File: src/hdl/wdt_defs.vh
// Constants shared by the watchdog timer files
`ifndef WDT_DEFS_VH
`define WDT_DEFS_VH

`define WDT_CNT_W 16
`define WDT_PRE_W 14
`define WDT_DIV_SLOW 16384
`define WDT_DIV_FAST 256
`define WDT_CLK_HZ 10000000
`define WDT_INTERVAL_NS 6500000
`define WDT_CLK_NS 100
// Default interval counted in system clocks: 6.5 ms at 100 ns per clock
`define WDT_INTERVAL_CLKS (`WDT_INTERVAL_NS / `WDT_CLK_NS)
// Ticks in the default interval with the fast prescaler, rounded down
`define WDT_DEF_TICKS (`WDT_INTERVAL_CLKS / `WDT_DIV_FAST)
`define WDT_RESET_FAST 1'b1
// Reload value leaving WDT_DEF_TICKS ticks before the counter wraps
`define WDT_RESET_RELOAD (17'h10000 - `WDT_DEF_TICKS)
`define WDT_WARN_TICKS 8'h10

`endif

File: src/hdl/wdt_top.v
// Watchdog timer with prewarning interrupt and delayed reset request
// How it works
// - After chip reset the counter runs without any software enable.
// - Disable and enable instructions stop or restart the watchdog at any time.
// - On overflow a prewarning is raised first, then a reset request.
// - The count register is sixteen bits; overflow is its wrap past all ones.
// - A prescaler divides the system clock by 16384 or by 256.
// - Reload loads the counter from a programmable reload value.
// - Each service reloads the counter and clears the prescaler.
// - Reset defaults give a 6.5 ms interval at 10 MHz.
`timescale 1ns/1ns
`include "wdt_defs.vh"
module wdt_top #(
  parameter CNT_W = 16,
  parameter [7:0] WARN_TICKS = `WDT_WARN_TICKS
) (
  // Clock and reset
  input wire clock,
  input wire rst,
  // Processor instruction strobes
  input wire watchdog_disable_instruction,
  input wire watchdog_enable_instruction,
  input wire service,
  // Configuration written by software
  input wire reload_write,
  input wire [7:0] watchdog_reload_value_in,
  input wire prescale_write,
  input wire prescale_fast_in,
  // Status and requests
  output reg running,
  output reg [CNT_W-1:0] count,
  output reg prewarn_irq,
  output reg reset_request,
  output reg [7:0] watchdog_reload_value,
  output reg prescale_fast
);
  localparam ST_COUNT = 2'b00;
  localparam ST_WARN = 2'b01;
  localparam ST_RESET = 2'b10;
  // Reset image of the counter, kept constant for the asynchronous reset branches
  localparam [31:0] DEF_RELOAD = `WDT_RESET_RELOAD;
  localparam [CNT_W-1:0] DEF_COUNT = DEF_RELOAD[CNT_W-1:0];
  localparam [7:0] DEF_RELOAD_BYTE = DEF_RELOAD[15:8];

  // Phase register and its next values
  reg [1:0] state;
  reg [1:0] next_state;
  reg [7:0] warn_left;
  reg [7:0] next_warn_left;
  reg next_prewarn_irq;
  reg next_reset_request;
  // Run control, counter and configuration next values
  reg next_running;
  reg [CNT_W-1:0] next_count;
  reg [7:0] next_reload_value;
  reg next_prescale_fast;
  wire tick;
  wire wrap;
  wire [CNT_W-1:0] reload_full;

  // Reload value fills the upper byte of the counter
  assign reload_full = {watchdog_reload_value, {(CNT_W-8){1'b0}}};
  assign wrap = tick && (count == {CNT_W{1'b1}});

  wdt_prescaler #(
    .PRE_W(`WDT_PRE_W)
  ) u_pre (
    .clock(clock),
    .rst(rst),
    .run(running),
    .clear(service),
    .sel_fast(prescale_fast),
    .tick(tick)
  );

  // Software configuration: reload byte and prescaler select
  always @* begin
    next_reload_value = watchdog_reload_value;
    next_prescale_fast = prescale_fast;
    if (reload_write) begin
      next_reload_value = watchdog_reload_value_in;
    end
    if (prescale_write) begin
      next_prescale_fast = prescale_fast_in;
    end
  end

  always @(posedge clock or posedge rst) begin
    if (rst) begin
      watchdog_reload_value <= DEF_RELOAD_BYTE;
      prescale_fast <= `WDT_RESET_FAST;
    end else begin
      watchdog_reload_value <= next_reload_value;
      prescale_fast <= next_prescale_fast;
    end
  end

  // Run control: disable wins when both instructions arrive together
  always @* begin
    next_running = running;
    if (watchdog_disable_instruction) begin
      next_running = 1'b0;
    end else if (watchdog_enable_instruction) begin
      next_running = 1'b1;
    end
  end

  always @(posedge clock or posedge rst) begin
    if (rst) begin
      running <= 1'b1;
    end else begin
      running <= next_running;
    end
  end

  // Counter: a service load wins; the prescaler holds back its tick in that cycle
  always @* begin
    next_count = count;
    if (service) begin
      next_count = reload_full;
    end else if (tick) begin
      next_count = count + 1'b1;
    end
  end

  always @(posedge clock or posedge rst) begin
    if (rst) begin
      count <= DEF_COUNT;
    end else begin
      count <= next_count;
    end
  end

  // Phase control: counting, prewarning, then a sticky reset request
  always @* begin
    next_state = state;
    next_warn_left = warn_left;
    next_prewarn_irq = 1'b0;
    next_reset_request = reset_request;
    // Disable leaves any phase; a raised reset request stays until rst
    if (watchdog_disable_instruction) begin
      next_state = ST_COUNT;
    end
    case (state)
      ST_COUNT: begin
        if (wrap && !service && !watchdog_disable_instruction) begin
          next_prewarn_irq = 1'b1;
          next_warn_left = WARN_TICKS;
          next_state = ST_WARN;
        end
      end
      ST_WARN: begin
        // Service does not end this phase; only disable or the last warning tick, which raises the reset request, does
        if (tick && !watchdog_disable_instruction) begin
          if (warn_left == 8'h01) begin
            next_reset_request = 1'b1;
            next_state = ST_RESET;
          end else begin
            next_warn_left = warn_left - 8'h01;
          end
        end
      end
      ST_RESET: begin
        next_reset_request = 1'b1;
      end
      default: begin
        next_state = ST_COUNT;
      end
    endcase
  end

  always @(posedge clock or posedge rst) begin
    if (rst) begin
      state <= ST_COUNT;
      warn_left <= 8'h00;
      prewarn_irq <= 1'b0;
      reset_request <= 1'b0;
    end else begin
      state <= next_state;
      warn_left <= next_warn_left;
      prewarn_irq <= next_prewarn_irq;
      reset_request <= next_reset_request;
    end
  end
endmodule

File: src/hdl/wdt_prescaler.v
// Watchdog prescaler: one tick per 16384 or per 256 system clocks
`timescale 1ns/1ns
`include "wdt_defs.vh"
module wdt_prescaler #(
  parameter PRE_W = 14
) (
  // Clock and reset
  input wire clock,
  input wire rst,
  // Control
  input wire run,
  input wire clear,
  input wire sel_fast,
  // Tick
  output wire tick
);
  localparam [31:0] LIMIT_FAST = `WDT_DIV_FAST - 1;
  localparam [31:0] LIMIT_SLOW = `WDT_DIV_SLOW - 1;

  reg [PRE_W-1:0] count;
  wire [PRE_W-1:0] limit;

  assign limit = sel_fast ? LIMIT_FAST[PRE_W-1:0] : LIMIT_SLOW[PRE_W-1:0];
  assign tick = run && !clear && (count == limit);

  always @(posedge clock or posedge rst) begin
    if (rst) begin
      count <= {PRE_W{1'b0}};
    end else if (clear || tick) begin
      count <= {PRE_W{1'b0}};
    end else if (run) begin
      count <= count + 1'b1;
    end
  end
endmodule

File: config.mk
export PLATFORM = sky130hd
export DESIGN_NAME = wdt_top
export DESIGN_NICKNAME = d
export VERILOG_FILES = /design/src/hdl/wdt_top.v /design/src/hdl/wdt_prescaler.v
export VERILOG_INCLUDE_DIRS = /design/src /design/src/hdl
export SDC_FILE = /design/constraint.sdc
export NUM_CORES = 1
export LEC_CHECK = 0
export ABC_AREA = 1
export BUFFER_PORTS_ARGS = -buffer_cell sky130_fd_sc_hd__buf_2
export CORE_UTILIZATION = 40
export CTS_CLUSTER_DIAMETER = 100
export CTS_CLUSTER_SIZE = 10
export DETAILED_ROUTE_END_ITERATION = 10
export GPL_TIMING_DRIVEN = 0
export PLACE_DENSITY_LB_ADDON = 0.1
export SYNTH_ARGS = -nofsm -noshare
export SYNTH_HDL_FRONTEND = slang
export SYNTH_SLANG_ARGS = --single-unit
File: constraint.sdc
create_clock -name clock -period 2.3 [get_ports clock]
set_input_delay 0.23 -clock clock [delete_from_list [all_inputs] [get_ports clock]]
set_output_delay 0.23 -clock clock [all_outputs]
set_load 0.005 [all_outputs]
==> impl_metrics.yaml <==
clocking:
  htreeDepth: 2
  path_clk_slew_ns: 0.10
  cts_tree: "done"
  clock_latency_ns: 0.31
  root_buffer: "clkbuf_8"
  clk_path_buf_depth: 2
  numCtsBuffers: 5
  cts.sinks: 52
cells_and_area:
  n_antenna_cell: 0
  nets: 442
  final-seq-area_um2: 1330
  layout_common_cells: "nand2_1, buf_2, nor2_1, inv_1, dfrtp_1"
  multi_input_area_um2: 1390
  layout_commonest_cell: "nand2_1"
  drive_gt1_share_pct: 23.9
  nFillCells: 741
  area_delta_synth_final_pct: 15.6
worst_setup_path:
  crit_chain: "ha_1, nand2_1, nor2_2, nand4_1, nor2_2, nand3_2, nand2_4, nand3_2, nand2_1, nand2_1"
  slowest_delay_ns: 0.58
  cpMostUsedCell: "nand2_1"
  rrSetupSlack_ns: 0.33
  worstPathArrival_ns: 2.17
  crit_path_end_kind: "flop"
  worst-path-max-fanout: 10
  worst_path_max_delay_cell: "dfstp_2"
  path_class: "reg -> reg"
  required_ns: 2.51
  start_kind: "flop"
timing:
  fin_crit_sh_pct: 85.5
  setup-tns-final_ns: 0
  fin_crit_ns: 1.97
  setup_viol: 0
  maxSlewViolCount: 0
  slew_headroom_pct: 59.5
  whs_ns: 0.0771
  rsz0062_at_grt: "no"
  skew_ns: 0.0118
  worst_pin_slew_ns: 0.605
  fmax_mhz: 509
  finalHoldViolations: 0
die:
  coreArea_um2: 6910
  fp.dieW_um: 87.4
  die_h_um: 87.4
  row_count: 30
  fp.dieArea_um2: 7650
  start_util_pct: 42.3
  pin_count: 44
grt:
  grt_max_degree: 37
  grt_pass1_wl_um: 11100
  grtUsageTotal_pct: 18.7
  first_global_vias: 2345
  antenna_found_initial: 0
  grt-ovfl-total: 0
drt:
  drtIter0Drc: 109
  ant_nets: 0
  vias: 2538
  drt-total-wl_um: 6630
  avgViaCountPerCell: 4.89
  drt_pass1_iterations: 4
  wl_per_cell_um: 12.8
  route.detailed.drc: 0
synthesis:
  netlist_area_um2: 2920
  yosysTopAreaCellShare_pct: 27.4
  syn_area_per_cell_um2: 7.91
  syn_inst: 369
  ys_warn_count: 0
  yosysSeqAreaShare_pct: 45.4
  yosys-top-cells-area: "dfrtp_1, dfstp_2, nand2_1, nor2_1, inv_1"
  synth_cell_type_count: 35
  synth_largest_area_cell: "dfrtp_1"
  syn_nets: 389
  ys_ff_latch: 52
power_and_ir_drop:
  peakVddDrop_mv: 0.252
  leakagePower_nw: 1.61
  p_per_area_nw_per_um2: 516
  power_mw: 1.74
place:
  dp_hpwl_um: 4830
  portBuffers: 43
  gp_congestion: 0.799
hold_path:
  hp-class: "in -> reg"
job:
  cap_viol_max_count: 0
outcome:
  status: "finished, final reports clean"
==> stage by stage <==
step	instances	utilization, %	worst slack (ns)	instance area, µm²
floorplan	369	-	0.499	2920
global placement	508	47.1	0.0382	3260
detailed placement	509	47.4	0.147	3280
CTS	518	48.8	0.133	3370
global route	519	48.9	0.164	3380
finish	519	48.9	0.334	3380
==> path summary, 6_finish.rpt <==
| check | cells after the start | end | startpoint |
|---|---|---|---|
| max in group asynchronous | 4 | count[15] | rst |
| min | 2 | running | watchdog_disable_instruction |
| min reg2reg | 1 | reset_request | reset_request |
| min in group asynchronous | 3 | u_pre.count[4] | rst |
| max | 10 | warn_left[1] | count[1] |
| max reg2reg | 10 | warn_left[1] | count[1] |
==> worst max-delay path, delay by kind of cell, from the launching register on <==
family | cells | cell delay [ns]
AND/OR/NAND/NOR | 9 | 1.10
flip-flops | 1 | 0.58
adder cells (fa/ha/maj) | 1 | 0.18
==> cell type report <==
| type | instances | share of cell area (%) |
|---|---|---|
| Multi-Input combinational cell | 266 | 41.1 |
| Sequential cell | 52 | 39.3 |
| Timing Repair Buffer | 46 | 7.48 |
| Inverter | 44 | 4.89 |
| Tap cell | 96 | 3.56 |
| Clock buffer | 7 | 2.26 |
| Buffer | 7 | 1.30 |
| Clock inverter | 1 | 0.148 |
==> flip-flops by register name, indices dropped and copies added (netlist names) <==
name,count
prescale_fast,1
reset_request,1
watchdog_reload_value,8
warn_left,8
u_pre.count,14
count,16
running,1
state,2
prewarn_irq,1
==> cell usage after synthesis <==
| cell type | instances |
|---|---|
| nand4_2 | 1 |
| o21ai_0 | 20 |
| buf_4 | 2 |
| xor2_1 | 12 |
| or2_2 | 1 |
| nand3_2 | 2 |
| xnor2_1 | 2 |
| nand2_2 | 3 |
| clkbuf_1 | 2 |
| buf_6 | 1 |
| nor2_1 | 45 |
| nor2_2 | 5 |
| nand3_1 | 17 |
| nor3_2 | 1 |
| nand3_4 | 1 |
| nor2_4 | 1 |
| inv_2 | 1 |
| nand2_1 | 95 |
| or2_0 | 1 |
| nand2_4 | 2 |
| a22o_1 | 1 |
| inv_1 | 43 |
| mux2_2 | 5 |
| nor3b_1 | 2 |
| a31oi_1 | 1 |
| ha_1 | 4 |
| o22ai_1 | 5 |
| a21o_1 | 1 |
| dfrtp_1 | 32 |
| o211ai_1 | 4 |
| nor3_1 | 11 |
| nand4_1 | 16 |
| buf_2 | 2 |
| dfstp_2 | 20 |
| a21oi_1 | 7 |
==> per-layer routing <==
metal	vias up	track usage, %	wire, µm
li1	1308	-	-
met1	1163	25.3	3220
met2	58	30.0	3060
met3	9	3.79	264
met4	0	5.96	80
met5	-	0	0
==> logic make-up (layout without fill, tap and decap cells) <==
logic type / after synthesis / in the layout / synth area share (%)
AO/OA/AOI/OAI: 39 / 39 / 7.50
AND/OR/NAND/NOR: 204 / 204 / 32.1
buffers and inverters: 51 / 105 / 7.15
multiplexers: 5 / 5 / 1.93
XOR/XNOR: 14 / 14 / 4.20
flip-flops: 52 / 52 / 45.4
adder cells (fa/ha/maj): 4 / 4 / 1.71
==> power breakdown <==
part	switching (mW)	total, mW	internal (mW)
clock network	0.297	0.511	0.215
registers	0.0455	1.03	0.982
logic	0.115	0.202	0.0866
==> timing repair <==
item,4_1_cts,5_1_grt
endpoints found under the setup margin,0,7
resized for setup,0,1
hold buffers,1,0
setup buffers,0,1
endpoints found under the hold margin,8,0
Power figures use the tool's default switching activity.
